$ cat src/rtl/cm_pkg.sv
// Purpose: constants for the core operating mode register bank
// Assumes: one core clock, active-low asynchronous reset
// Notes:   only the low sixteen bits of the register live in this bank
package cm_pkg;

    // ------------------------------------------------------------
    // register layout
    // ------------------------------------------------------------
    localparam int          CM_OPM_W          = 24;
    localparam int          CM_LOW_W          = 16;
    localparam int          CM_BIT_TRACE      = 15;
    localparam int          CM_BIT_ATTR_OFF   = 14;
    localparam int          CM_BIT_ASYNC      = 13;
    localparam int          CM_BIT_SLOW_REL   = 12;
    localparam int          CM_BIT_ACK_SYNC   = 11;
    localparam int          CM_BIT_BURST      = 10;
    localparam int          CM_BIT_PRIO_HI    = 9;
    localparam int          CM_BIT_PRIO_LO    = 8;
    localparam int          CM_BIT_SWITCH     = 7;
    localparam int          CM_BIT_STOP_SHORT = 6;
    localparam int          CM_BIT_BUS_OFF    = 4;
    localparam int          CM_BIT_MODE_HI    = 3;
    localparam logic [15:0] CM_OPM_MASK       = 16'hffdf;
    localparam logic [15:0] CM_OPM_RST        = 16'h0300;

    // ------------------------------------------------------------
    // priority codes, counts
    // ------------------------------------------------------------
    localparam logic [1:0]  CM_PRIO_CMP   = 2'h0;
    localparam logic [1:0]  CM_PRIO_DMA   = 2'h1;
    localparam logic [1:0]  CM_PRIO_EQUAL = 2'h2;
    localparam logic [1:0]  CM_PRIO_CORE  = 2'h3;
    localparam int          CM_BURST_WORDS     = 4;
    localparam int          CM_STOP_LONG_CYC   = 131072;
    localparam int          CM_STOP_SHORT_CYC  = 16;
    localparam int          CM_SYNC_STAGES     = 2;

    // ------------------------------------------------------------
    // bus access states, gray along idle-access-release
    // ------------------------------------------------------------
    typedef enum logic [1:0] {
        CM_IDLE    = 2'h0,
        CM_ACCESS  = 2'h1,
        CM_RELEASE = 2'h3
    } cm_state_type;

endpackage : cm_pkg

$ cat src/rtl/cm_sync.sv
// Purpose: two-flop synchroniser for a group of level inputs
// Assumes: inputs may change at any time relative to core_clk
// Notes:   first stage feeds only the second stage
module cm_sync
    import cm_pkg::*;
#(
    parameter int         W       = 1,
    parameter logic [W-1:0] RST_VAL = '0
) (
    // clock and reset
    input  wire logic         core_clk,
    input  wire logic         nrst,
    // data
    input  wire logic [W-1:0] d,
    output      logic [W-1:0] q
);

    logic [W-1:0] meta_reg;

    always_ff @(posedge core_clk or negedge nrst) begin
        if (!nrst) begin
            meta_reg <= RST_VAL;
            q        <= RST_VAL;
        end else begin
            meta_reg <= d;
            q        <= meta_reg;
        end
    end

endmodule : cm_sync

$ cat src/rtl/cm_opmode.sv
// Purpose: low sixteen bits of the core operating mode register and the bus
//          behaviour that it steers
// Assumes: pins sampled on core_clk; mode pins steady at reset release
// Notes:   upper stack bits live elsewhere and read as zero here
//
// How it works
// - trace on: internal access addresses appear on the external address pins
// - priority on: attribute lines one-hot, line 3 highest, line 0 lowest
// - priority off: attribute lines pass raw, several active together
// - async arbitration: grant and busy inputs go through two-flop synchronisers
// - fast release: no extra cycle, busy released with the other pins
// - slow release: one extra cycle, busy released last
// - sync select set: transfer acknowledge synchronised inside
// - cache miss fetches one word, or four when burst is on
// - two-bit field, reset 11, chooses core versus dma bus priority
// - memory switch remaps data memory into program RAM, cache stays lowest
// - stop exit waits 128K cycles, or 16 with short delay set
// - mode bits capture mode pins at the first edge after reset release, then writable
// - register changes only at reset, at the mode pin capture just after it, or on explicit write
module cm_opmode
    import cm_pkg::*;
#(
    parameter int ADDR_W    = 24,
    parameter int STOP_LONG = CM_STOP_LONG_CYC
) (
    // clock and reset
    input  wire logic              core_clk,
    input  wire logic              nrst,
    // register access by core instructions
    input  wire logic              opmode_wr_en,
    input  wire logic [23:0]       opmode_wr_data,
    output      logic [23:0]       opmode_rd_data,
    input  wire logic [3:0]        mode_select_pins,
    // exported mode state
    output      logic [3:0]        chip_mode_bits,
    output      logic              memory_switch,
    // stop exit
    input  wire logic              stop_exit,
    output      logic              stop_wait,
    output      logic              core_resume,
    // access requests
    input  wire logic              core_req,
    input  wire logic [ADDR_W-1:0] core_addr,
    output      logic              core_done,
    input  wire logic              dma_req,
    input  wire logic [ADDR_W-1:0] dma_addr,
    output      logic              dma_done,
    input  wire logic [1:0]        core_priority_status,
    input  wire logic [1:0]        dma_channel_priority,
    input  wire logic              int_access,
    input  wire logic [ADDR_W-1:0] int_addr,
    input  wire logic [3:0]        attr_match,
    // external bus pins
    output      logic [ADDR_W-1:0] ext_addr,
    output      logic              ext_addr_oe_n,
    output      logic [3:0]        address_attribute_lines,
    input  wire logic              bus_grant_in_n,
    input  wire logic              bus_busy_line_in_n,
    output      logic              bus_busy_line_out_n,
    output      logic              bus_busy_line_oe_n,
    input  wire logic              transfer_ack_n
);

    // ------------------------------------------------------------
    // register bank
    // ------------------------------------------------------------
    logic [15:0] opm_reg, opm_next;
    logic        rst_done_reg, rst_done_next;

    always_comb begin
        opm_next      = opm_reg;
        rst_done_next = 1'b1;
        if (opmode_wr_en)
            opm_next = opmode_wr_data[15:0] & CM_OPM_MASK;
        if (!rst_done_reg)
            opm_next[CM_BIT_MODE_HI:0] = mode_select_pins;
    end

    // pins are caught at the first edge after release, not by the reset
    always_ff @(posedge core_clk or negedge nrst) begin
        if (!nrst) begin
            opm_reg      <= CM_OPM_RST;
            rst_done_reg <= 1'b0;
        end else begin
            opm_reg      <= opm_next;
            rst_done_reg <= rst_done_next;
        end
    end

    logic       trace_on, attr_off, async_on, slow_rel, ack_sync, burst_on;
    logic       stop_short, bus_off;
    logic [1:0] prio_sel;
    assign trace_on   = opm_reg[CM_BIT_TRACE];
    assign attr_off   = opm_reg[CM_BIT_ATTR_OFF];
    assign async_on   = opm_reg[CM_BIT_ASYNC];
    assign slow_rel   = opm_reg[CM_BIT_SLOW_REL];
    assign ack_sync   = opm_reg[CM_BIT_ACK_SYNC];
    assign burst_on   = opm_reg[CM_BIT_BURST];
    assign prio_sel   = opm_reg[CM_BIT_PRIO_HI:CM_BIT_PRIO_LO];
    assign stop_short = opm_reg[CM_BIT_STOP_SHORT];
    assign bus_off    = opm_reg[CM_BIT_BUS_OFF];

    assign opmode_rd_data = {8'h00, opm_reg};
    assign chip_mode_bits = opm_reg[CM_BIT_MODE_HI:0];
    // decoders downstream remap; cache keeps lowest program addresses
    assign memory_switch  = opm_reg[CM_BIT_SWITCH];

    // ------------------------------------------------------------
    // input synchronisers
    // ------------------------------------------------------------
    logic [2:0] sync_q;
    logic       grant_eff, busy_eff, ack_eff;

    cm_sync #(.W(3), .RST_VAL(3'h7)) u_sync (
        .core_clk (core_clk),
        .nrst     (nrst),
        .d        ({bus_grant_in_n, bus_busy_line_in_n, transfer_ack_n}),
        .q        (sync_q)
    );

    // two extra cycles of latency, the price of skipping setup/hold
    assign grant_eff = async_on ? !sync_q[2] : !bus_grant_in_n;
    assign busy_eff  = async_on ? !sync_q[1] : !bus_busy_line_in_n;
    // deassert edge is assumed synchronous either way
    assign ack_eff   = ack_sync ? !sync_q[0] : !transfer_ack_n;

    // ------------------------------------------------------------
    // external access sequencer
    // ------------------------------------------------------------
    cm_state_type      state_reg, state_next;
    logic [ADDR_W-1:0] addr_reg, addr_next;
    logic [1:0]        left_reg, left_next;
    logic              dma_own_reg, dma_own_next;
    logic              turn_dma_reg, turn_dma_next;
    logic              can_start, pick_dma, last_word;

    assign can_start = !bus_off && grant_eff && !busy_eff
                       && (core_req || dma_req);
    assign last_word = (left_reg == 2'h0);

    always_comb begin
        case (prio_sel)
            CM_PRIO_CMP:   pick_dma = dma_channel_priority
                                      > core_priority_status;
            CM_PRIO_DMA:   pick_dma = 1'b1;
            CM_PRIO_EQUAL: pick_dma = turn_dma_reg;
            default:      pick_dma = 1'b0;
        endcase
        if (!dma_req)
            pick_dma = 1'b0;
        if (!core_req)
            pick_dma = 1'b1;
    end

    always_comb begin
        state_next    = state_reg;
        addr_next     = addr_reg;
        left_next     = left_reg;
        dma_own_next  = dma_own_reg;
        turn_dma_next = turn_dma_reg;
        case (state_reg)
            CM_IDLE: begin
                if (can_start) begin
                    state_next    = CM_ACCESS;
                    dma_own_next  = pick_dma;
                    turn_dma_next = !pick_dma;
                    addr_next     = pick_dma ? dma_addr : core_addr;
                    left_next     = (!pick_dma && burst_on)
                                  ? 2'(CM_BURST_WORDS - 1) : 2'h0;
                end
            end
            CM_ACCESS: begin
                if (ack_eff) begin
                    if (!last_word) begin
                        left_next = left_reg - 2'h1;
                        addr_next = addr_reg + ADDR_W'(1);
                    end else if (slow_rel) begin
                        state_next = CM_RELEASE;
                    end else begin
                        state_next = CM_IDLE;
                    end
                end
            end
            CM_RELEASE: state_next = CM_IDLE;
            default:    state_next = CM_IDLE;
        endcase
    end

    always_ff @(posedge core_clk or negedge nrst) begin
        if (!nrst) begin
            state_reg    <= CM_IDLE;
            addr_reg     <= '0;
            left_reg     <= 2'h0;
            dma_own_reg  <= 1'b0;
            turn_dma_reg <= 1'b0;
        end else begin
            state_reg    <= state_next;
            addr_reg     <= addr_next;
            left_reg     <= left_next;
            dma_own_reg  <= dma_own_next;
            turn_dma_reg <= turn_dma_next;
        end
    end

    assign core_done = (state_reg == CM_ACCESS) && ack_eff && !dma_own_reg;
    assign dma_done  = (state_reg == CM_ACCESS) && ack_eff && dma_own_reg;

    // ------------------------------------------------------------
    // pin drivers
    // ------------------------------------------------------------
    logic [ADDR_W-1:0] ext_addr_next;
    logic              addr_oe_n_next, busy_oe_n_next;
    logic [3:0]        attr_raw, attr_next;
    logic              trace_go;

    assign trace_go = trace_on && int_access && grant_eff && !bus_off
                      && (state_next == CM_IDLE);

    always_comb begin
        ext_addr_next  = ext_addr;
        addr_oe_n_next = 1'b1;
        busy_oe_n_next = 1'b1;
        attr_raw       = 4'h0;
        if (state_next == CM_ACCESS) begin
            ext_addr_next  = addr_next;
            addr_oe_n_next = 1'b0;
            busy_oe_n_next = 1'b0;
            attr_raw       = attr_match;
        end else if (state_next == CM_RELEASE) begin
            busy_oe_n_next = 1'b0;
        end else if (trace_go) begin
            ext_addr_next  = int_addr;
            addr_oe_n_next = 1'b0;
        end
        attr_next = attr_raw;
        if (!attr_off) begin
            casez (attr_raw)
                4'b1???: attr_next = 4'h8;
                4'b01??: attr_next = 4'h4;
                4'b001?: attr_next = 4'h2;
                4'b0001: attr_next = 4'h1;
                default: attr_next = 4'h0;
            endcase
        end
    end

    always_ff @(posedge core_clk or negedge nrst) begin
        if (!nrst) begin
            ext_addr                <= '0;
            ext_addr_oe_n           <= 1'b1;
            bus_busy_line_oe_n      <= 1'b1;
            address_attribute_lines <= 4'h0;
        end else begin
            ext_addr                <= ext_addr_next;
            ext_addr_oe_n           <= addr_oe_n_next;
            bus_busy_line_oe_n      <= busy_oe_n_next;
            address_attribute_lines <= attr_next;
        end
    end

    assign bus_busy_line_out_n = 1'b0;

    // ------------------------------------------------------------
    // stop exit delay
    // ------------------------------------------------------------
    logic [17:0] stop_cnt_reg, stop_cnt_next;
    logic        stop_wait_next;

    assign core_resume = stop_wait && (stop_cnt_reg == 18'h1);

    always_comb begin
        stop_cnt_next  = stop_cnt_reg;
        stop_wait_next = stop_wait;
        if (core_resume) begin
            stop_wait_next = 1'b0;
        end else if (stop_wait) begin
            stop_cnt_next = stop_cnt_reg - 18'h1;
        end else if (stop_exit) begin
            stop_wait_next = 1'b1;
            stop_cnt_next  = stop_short ? 18'(CM_STOP_SHORT_CYC)
                                : 18'(STOP_LONG);
        end
    end

    always_ff @(posedge core_clk or negedge nrst) begin
        if (!nrst) begin
            stop_cnt_reg <= 18'h0;
            stop_wait    <= 1'b0;
        end else begin
            stop_cnt_reg <= stop_cnt_next;
            stop_wait    <= stop_wait_next;
        end
    end
endmodule : cm_opmode

$ cat config.mk
export PLATFORM = sky130hd
export DESIGN_NAME = cm_opmode
export DESIGN_NICKNAME = d
export VERILOG_FILES = /design/src/rtl/cm_pkg.sv /design/src/rtl/cm_sync.sv /design/src/rtl/cm_opmode.sv
export SDC_FILE = /design/constraint.sdc
export NUM_CORES = 1
export LEC_CHECK = 0
export ABC_AREA = 1
export BUFFER_PORTS_ARGS = -buffer_cell sky130_fd_sc_hd__buf_2
export CAP_MARGIN = 20
export CORE_MARGIN = 4
export CORE_UTILIZATION = 45
export DETAILED_ROUTE_END_ITERATION = 6
export HOLD_SLACK_MARGIN = 0.03
export PLACE_DENSITY_LB_ADDON = 0.3
export SYNTH_ARGS = -nofsm -noshare
export SYNTH_HDL_FRONTEND = slang
export SYNTH_SLANG_ARGS = --single-unit
$ cat constraint.sdc
create_clock -name core_clk -period 5.41 [get_ports core_clk]
set_input_delay 1.082 -clock core_clk [delete_from_list [all_inputs] [get_ports core_clk]]
set_output_delay 1.082 -clock core_clk [all_outputs]
set_load 0.005 [all_outputs]
== Word level (Yosys, flattened, before mapping) ==
Cells that the tools add are included.

* Bits in registers: 101
* Input port bits: 118
* Output and inout bits: 64
* Word-level logic and storage cells: 109

* Add/subtract/negate cells: 3
* Magnitude comparators: 1
* Eq/ne operators: 14
* Multiplexer cells: 40
* Bitwise operators: 1
* Reduce and logical (&&, ||, !) cells: 34

{| class="wikitable"
|+ Operators by type and width
! operator !! number
|-
| $mux 24 || 7
|-
| $mux 18 || 3
|-
| $pmux 24 s2 || 1
|-
| $add 24x1->24 const B || 1
|-
| $eq 18x1->1 const B || 1
|-
| $sub 18x1->18 const B || 1
|-
| $mux 2 || 8
|-
| $mux 4 || 4
|-
| $pmux 4 s4 || 1
|-
| $mux 1 || 13
|-
| $logic_and 1x1->1 || 12
|-
| $logic_not 1->1 || 10
|-
| $ne 2x2->1 const B || 5
|-
| $eq 2x1->1 const B || 4
|-
| $logic_not 2->1 || 4
|-
| $pmux 2 s2 || 2
|-
| $reduce_and 2->1 || 3
|-
| $reduce_bool 2->1 || 3
|-
| $eq 2x2->1 const B || 2
|-
| $eq 4x1->1 const B || 1
|-
| $reduce_and 4->1 || 1
|-
| $eq 3x1->1 const B || 1
|-
| $pmux 1 s3 || 1
|-
| $gt 2x2->1 || 1
|-
| 3 further kinds || 3
|}

== Depth between registers and ports, before layout ==
Gate-level depths: netlist of the first run.

* Depth in word-level cells: 12
* Gate-level depth with buffers: 17
* Mapped depth without buffers: 16

== Cells and area by module ==
From an unflattened synthesis of the first run, not the netlist that was laid out.

* Cells, all modules: 831
* Area total of the unflattened synthesis: 6102.1 sq um

{| class="wikitable"
|+ By module, submodules not included
! module !! times used !! cells each !! area an instance (sq um) !! sequential area each (sq um)
|-
| cm_opmode || 1 || 825 || 5944.5 || 2382.3
|-
| cm_sync || 1 || 6 || 157.7 || 157.7
|}

== Least setup slack after synthesis of the first run ==
OpenSTA, ideal clock, no wires.

* Path type: input -> register
* Start: input core_priority_status[1]
* End: register ext_addr[22]
* Library setup time: 0.116 ns
* Data arrival time: 2.410 ns
* Required time: 5.294 ns
* Path slack: 2.884 ns
* Stages: 14
* Path buffers: 1
* Path through: inv_1 > ha_1 > nand2_1 > nand2_1 > nand2_1 > nand2_1 > nand2_1 > nand2_1 > buf_2 > or2_0 > nand2_1 > nand4_1 > nand2_1 > nand2_1

* Word-level cells in the longest chain between the ends: 8

{| class="wikitable"
|+ Ends and longest elaborated chain
! item !! RTL line !! text
|-
| start, declared || cm_opmode.sv:48 || <nowiki>input wire logic [1:0] core_priority_status,</nowiki>
|-
| $gt 2x2->1 || cm_opmode.sv:144 || <nowiki>> core_priority_status;</nowiki>
|-
| $pmux 1 s3 || cm_opmode.sv:142 || <nowiki>case (prio_sel)</nowiki>
|-
| $mux 1 || cm_opmode.sv:149 || <nowiki>if (!dma_req)</nowiki>
|-
| $mux 1 || cm_opmode.sv:151 || <nowiki>if (!core_req)</nowiki>
|-
| $mux 24 || cm_opmode.sv:167 || <nowiki>addr_next = pick_dma ? dma_addr : core_addr;</nowiki>
|-
| $mux 24 || cm_opmode.sv:163 || <nowiki>if (can_start) begin</nowiki>
|-
| $pmux 24 s2 || cm_opmode.sv:161 || <nowiki>case (state_reg)</nowiki>
|-
| named net addr_next[22] || cm_opmode.sv:131 || <nowiki>logic [ADDR_W-1:0] addr_reg, addr_next;</nowiki>
|-
| $mux 24 || cm_opmode.sv:224 || <nowiki>if (state_next == CM_ACCESS) begin</nowiki>
|-
| end signal, assigned || cm_opmode.sv:254 || <nowiki>ext_addr <= ext_addr_next;</nowiki>
|-
| end, declared || cm_opmode.sv:54 || <nowiki>output logic [ADDR_W-1:0] ext_addr,</nowiki>
|}

The timed path passes the listed nets, and every way through them passes these cells.
A chain may end at the register's enable or synchronous reset.

== Final worst setup path of the first run ==
* Start: register stop_wait
* End: output core_resume

* Word-level cells in the longest chain between the ends: 1

{| class="wikitable"
|+ Ends and longest elaborated chain
! item !! RTL line !! text
|-
| start, declared || cm_opmode.sv:39 || <nowiki>output logic stop_wait,</nowiki>
|-
| start signal, assigned || cm_opmode.sv:291 || <nowiki>stop_wait <= stop_wait_next;</nowiki>
|-
| $logic_and 1x1->1 || cm_opmode.sv:269 || <nowiki>assign core_resume = stop_wait && (stop_cnt_reg == 18'h1);</nowiki>
|-
| end, declared || cm_opmode.sv:40 || <nowiki>output logic core_resume,</nowiki>
|}

Every way passes these cells.

==> flow_summary.json, run 1 <==
{
  "outcome": "complete, no violations",
  "antenna_left": 0,
  "layout_common_cells": "nand2_1, buf_2, inv_1",
  "setup_slack_ns": 2.37,
  "dp_hpwl_mm": 12.4,
  "clk_pin_slew_worst_paths_ns": 0.07,
  "hp-class": "reg2reg",
  "routedWlPerCell_microns": 14.1,
  "synth-async-reset-ratio_pct": 100,
  "viasPerCell": 4.99,
  "yosysSeqAreaShare_pct": 40.7,
  "die_height_microns": 126,
  "synth.cell_area_sq_um": 6250,
  "grt_pass1_vias": 5502,
  "p_total_w": 0.00290,
  "drt_iter0_markers": 357,
  "arrival_ns": 1.96,
  "drt_wl_total_mm": 16.5,
  "core_area_sq_um": 13400,
  "postCtsSetupBuffers": 0,
  "worstPathMaxFanout": 14,
  "hold_buffers": 0,
  "peakVddDrop_v": 0.000256,
  "worstMarginPinSlew_ns": 0.929,
  "area_growth_pct": 17.8,
  "vias": 5814,
  "die-area_sq_um": 15800,
  "multi_input_area_sq_um": 3010,
  "end_kind": "output port",
  "grt_overflow": 0,
  "holdPathStages": 0,
  "r2r_setup_slack_ns": 2.88,
  "drv_slew": 0,
  "track_usage_pct": 21.1,
  "slew_headroom_pct": 38.1,
  "htree_levels": 3,
  "rr_startpoint": "state_reg[1]",
  "route.detailed.drc": 0,
  "cts_buffer_depth": 2,
  "drt_pre_antenna_iters": 5,
  "yosysUniqueCellTypes": 47,
  "leakagePower_nw": 3.78,
  "final-seq-area_sq_um": 2540,
  "avgSynthCellArea_sq_um": 7.43,
  "slowest_delay_ns": 0.63,
  "finClkSkew_ns": 0.00653,
  "cts_buffers": 9,
  "pin_count": 182,
  "place_ws_ns": 2.07,
  "startpoint": "stop_wait",
  "cp_slowest_cell": "dfrtp_1",
  "antenna_found_initial": 0,
  "ys_warn_count": 0,
  "start_kind": "register",
  "min_period_over_period_pct": 56.2,
  "cp_cell_sequence": "nand2_1, or4_1, nor4_1, buf_2",
  "synth_ff_type": "dfrtp_1",
  "die_x_microns": 126,
  "min-delay-start": "u_sync.meta_reg[2]",
  "ctsResizeCount": 0,
  "cts-root-buf": "clkbuf_16",
  "hold_viol": 0,
  "nets": 1109,
  "period_minus_slack_ns": 3.04,
  "grt_max_degree": 55,
  "r2r-end": "ext_addr[15]",
  "row_count": 42,
  "rsz0062_at_grt": "false",
  "gp_congestion": 0.898,
  "clkLatencyLatePin_ns": 0.36,
  "min_to": "u_sync.q[2]",
  "dpl.cell_count": 1150,
  "cts_tree": "built",
  "final_common_cell": "nand2_1",
  "port_buffers": 162,
  "maxCapViolations": 0,
  "max_freq_mhz": 329,
  "drive_gt1_share_pct": 24.7,
  "crit_type": "reg2out",
  "fin_setup_tns_ns": 0,
  "fillers": 1298,
  "start_util_pct": 46.6,
  "synth_edf_count": 0,
  "layoutNonFillerInstCount": 1166,
  "power_density_nw_per_um2": 394,
  "setup_viol": 0,
  "reg2reg_depth": 10,
  "synthCells": 841,
  "worstPathRequired_ns": 4.33,
  "grt_first_pass_wirelength_mm": 27.0,
  "cts_sinks": 101,
  "diodes": 0,
  "synth_seq_cells": 101
}
[worst max-delay path, delay by kind of cell (launching register included)]
family | cells | cell delay [ns]
and+or+nand+nor | 3 | 0.79
buffers and inverters | 1 | 0.18
DFF | 1 | 0.63
[how the worst max path moves through the flow]
stage / end / cells past startpoint / slack (ns)
floorplan: ext_addr[22] / 14 / 2.88
global placement: ext_addr[6] / 14 / 2.09
detailed placement: ext_addr[9] / 14 / 2.07
CTS: core_resume / 4 / 2.35
global route: core_resume / 4 / 2.18
finish: core_resume / 4 / 2.37
[Yosys cell counts, types with 6 or more instances]
cell type / n / area, sq um
a21oi_1: 12 / 60.1
a22oi_1: 10 / 75.1
buf_2: 9 / 45.0
buf_4: 20 / 150
dfrtp_1: 91 / 2280
dfstp_2: 10 / 263
ha_1: 6 / 75.1
inv_1: 110 / 413
inv_2: 6 / 22.5
nand2_1: 230 / 863
nand2_2: 14 / 87.6
nand3_1: 72 / 360
nand3_2: 9 / 90.1
nand3b_1: 9 / 67.6
nand4_1: 18 / 113
nor2_1: 65 / 244
nor2_2: 6 / 37.5
nor3_1: 13 / 65.1
o211ai_1: 8 / 60.1
o21ai_0: 44 / 220
o31ai_1: 9 / 67.6
xor2_1: 13 / 114
[layer usage]
metal / part of all wire [%] / up-vias / GRT usage (%)
li1: - / 2960 / -
met1: 44 / 2648 / 27.3
met2: 47 / 192 / 35.1
met3: 7.9 / 14 / 6.31
met4: 1.3 / 0 / 4.86
met5: 0 / - / 0
[cell families after synthesis]
family / synth area share [%]
buf+inv: 11.7
xor+xnor: 2.52
other cells: 0.120
simple gates: 33.2
flops: 40.7
compound gates: 9.68
mux: 0.901
fa+ha+maj: 1.20
[power by group]
group	total, W	internal, W	switching, W
combinational	0.00108	0.000399	0.000683
sequential	0.00115	0.000964	0.000182
clock	0.000668	0.000373	0.000296
[area by class of cell]
type                       instances  area share, %
multi-input combinational        589           40.9
sequential                       101           34.5
timing repair buffer             164           11.3
inverter                         120           6.22
clock buffer                      11           3.30
tap                              176           2.99
clock inverter                     5          0.816
[metrics by stage]
step,util [%],hold WS [ns],cell area (sq um)
3_3_place_gp,52.6,0.346,7050
3_5_place_dp,52.6,0.351,7050
4_1_cts,54.9,0.359,7360
5_1_grt,54.9,0.365,7360
6_report,54.9,0.358,7360
2_1_floorplan,-,0.345,6280
No activity file was read; power rests on OpenSTA's default activity.
==> inputs of run 2 (changes only) <==
clock period = 2.4 ns   (was 5.41 ns; I/O delays follow)
==> run 2 against run 1 <==
Net effect:
- via count up 0.45%
- clock skew about the same
- sequential share of layout area down 0.47 points
- routed wire length down 0.95%
- die area unchanged
- largest power group unchanged
- cell area up 1.4%
- combinational power up 130%
- first-iteration DRC count down 7.3%
- sequential cell count unchanged
- power up 120%
- highest routed layer unchanged
- utilization up 0.78 points
- critical path depth up 2
==> flow_summary.json, run 2 (same netlist as run 1, synthesis figures left out) <==
{
  "outcome": "complete, no violations",
  "max_freq_mhz": 439,
  "worstMarginPinSlew_ns": 0.915,
  "hp-class": "in2async",
  "fin_util_pct": 55.7,
  "grt_overflow": 0,
  "start_util_pct": 46.6,
  "gp_congestion": 0.902,
  "maxCapViolations": 0,
  "period_minus_slack_ns": 2.28,
  "nets": 1120,
  "core_area_sq_um": 13400,
  "die_height_microns": 126,
  "finClkSkew_ns": 0.00661,
  "peakVddDrop_v": 0.000434,
  "min_period_over_period_pct": 94.9,
  "end_kind": "output port",
  "arrival_ns": 1.80,
  "grt_max_degree": 102,
  "drv_slew": 0,
  "leakagePower_nw": 3.84,
  "drt_wl_total_mm": 16.3,
  "routedWlPerCell_microns": 13.9,
  "cts_tree": "built",
  "cts-root-buf": "clkbuf_16",
  "die_x_microns": 126,
  "antenna_left": 0,
  "crit_type": "reg2out",
  "fillers": 1304,
  "viasPerCell": 4.96,
  "final_common_cell": "nand2_1",
  "setup_viol": 0,
  "cts_sinks": 101,
  "power_density_nw_per_um2": 872,
  "drt_pre_antenna_iters": 5,
  "worstPathMaxFanout": 2,
  "diodes": 0,
  "fin_setup_tns_ns": 0,
  "area_growth_pct": 19.5,
  "port_buffers": 162,
  "cts_buffer_depth": 2,
  "htree_levels": 3,
  "grt_first_pass_wirelength_mm": 26.3,
  "slew_headroom_pct": 39.0,
  "cts_buffers": 9,
  "vias": 5840,
  "route.detailed.drc": 0,
  "die-area_sq_um": 15800,
  "start_kind": "register",
  "antenna_found_initial": 0,
  "drive_gt1_share_pct": 26.1,
  "clkLatencyLatePin_ns": 0.36,
  "rsz0062_at_grt": "false",
  "dp_hpwl_mm": 12.3,
  "grt_pass1_vias": 5357,
  "clk_pin_slew_worst_paths_ns": 0.08,
  "worstPathRequired_ns": 1.92,
  "track_usage_pct": 20.5,
  "row_count": 42,
  "drt_iter0_markers": 331,
  "hold_viol": 0,
  "layout_common_cells": "nand2_1, buf_2, inv_1",
  "pin_count": 182
}
-- run 2: what timing repair did --
action                     4_1_cts  5_1_grt
hold buffers                     0        0
setup endpoints to repair        0        1
resized for setup                0        5
buffers inserted                 0        2
-- run 2: final timing paths --
check                                    from                 end  slack [ns]  cells after the start
min                                      nrst         addr_reg[0]        0.17                      2
max in group asynchronous                nrst     stop_cnt_reg[0]        1.77                      2
min reg2reg                u_sync.meta_reg[0]         u_sync.q[0]        0.36                      0
max                           stop_cnt_reg[1]         core_resume        0.12                      6
max reg2reg                       left_reg[0]        ext_addr[10]        0.22                      8
min in group core_clk          bus_grant_in_n  u_sync.meta_reg[2]        0.23                      1
-- run 2: cell type report --
| type | instances | area, sq um | area share, % |
|---|---|---|---|
| inverters | 120 | 458 | 6.14 |
| multi-input cells | 589 | 3030 | 40.6 |
| repair buffers | 175 | 936 | 12.5 |
| clock buffers | 9 | 225 | 3.02 |
| clock inverters | 7 | 55.1 | 0.738 |
| flip-flops and latches | 101 | 2540 | 34.1 |
| well taps | 176 | 220 | 2.95 |
-- run 2: per-layer routing --
metal	up-vias	wire (microns)	GRT usage, %	share of wire [%]
li1	2980	-	-	-
met1	2675	7200	26.9	44
met2	172	7760	34.0	48
met3	13	1120	5.72	6.9
met4	0	226	5.05	1.4
met5	-	0	0	0
-- run 2: worst max-delay path, stage by stage (launching register included) --
cell     delay, ns
dfrtp_1       0.40
inv_2         0.06
ha_1          0.13
nand2_1       0.07
or4_4         0.43
nor4_4        0.21
buf_2         0.15
-- run 2: metrics by stage --
stage | setup slack, ns | cells | power, W | hold slack [ns] | area (sq um)
2_1_floorplan | 0.476 | 850 | 0.00432 | 0.184 | 6280
3_3_place_gp | 0.193 | 1159 | 0.00508 | 0.346 | 7150
3_5_place_dp | 0.166 | 1159 | 0.00513 | 0.350 | 7150
4_1_cts | 0.0493 | 1175 | 0.00658 | 0.212 | 7430
5_1_grt | 0.0141 | 1177 | 0.00702 | 0.205 | 7460
6_report | 0.122 | 1177 | 0.00651 | 0.173 | 7460
-- run 2: where the power goes --
group / internal [W] / switching, W
logic: 0.000952 / 0.00156
registers: 0.00217 / 0.000393
clock network: 0.000717 / 0.000711
total: 0.00384 / 0.00267
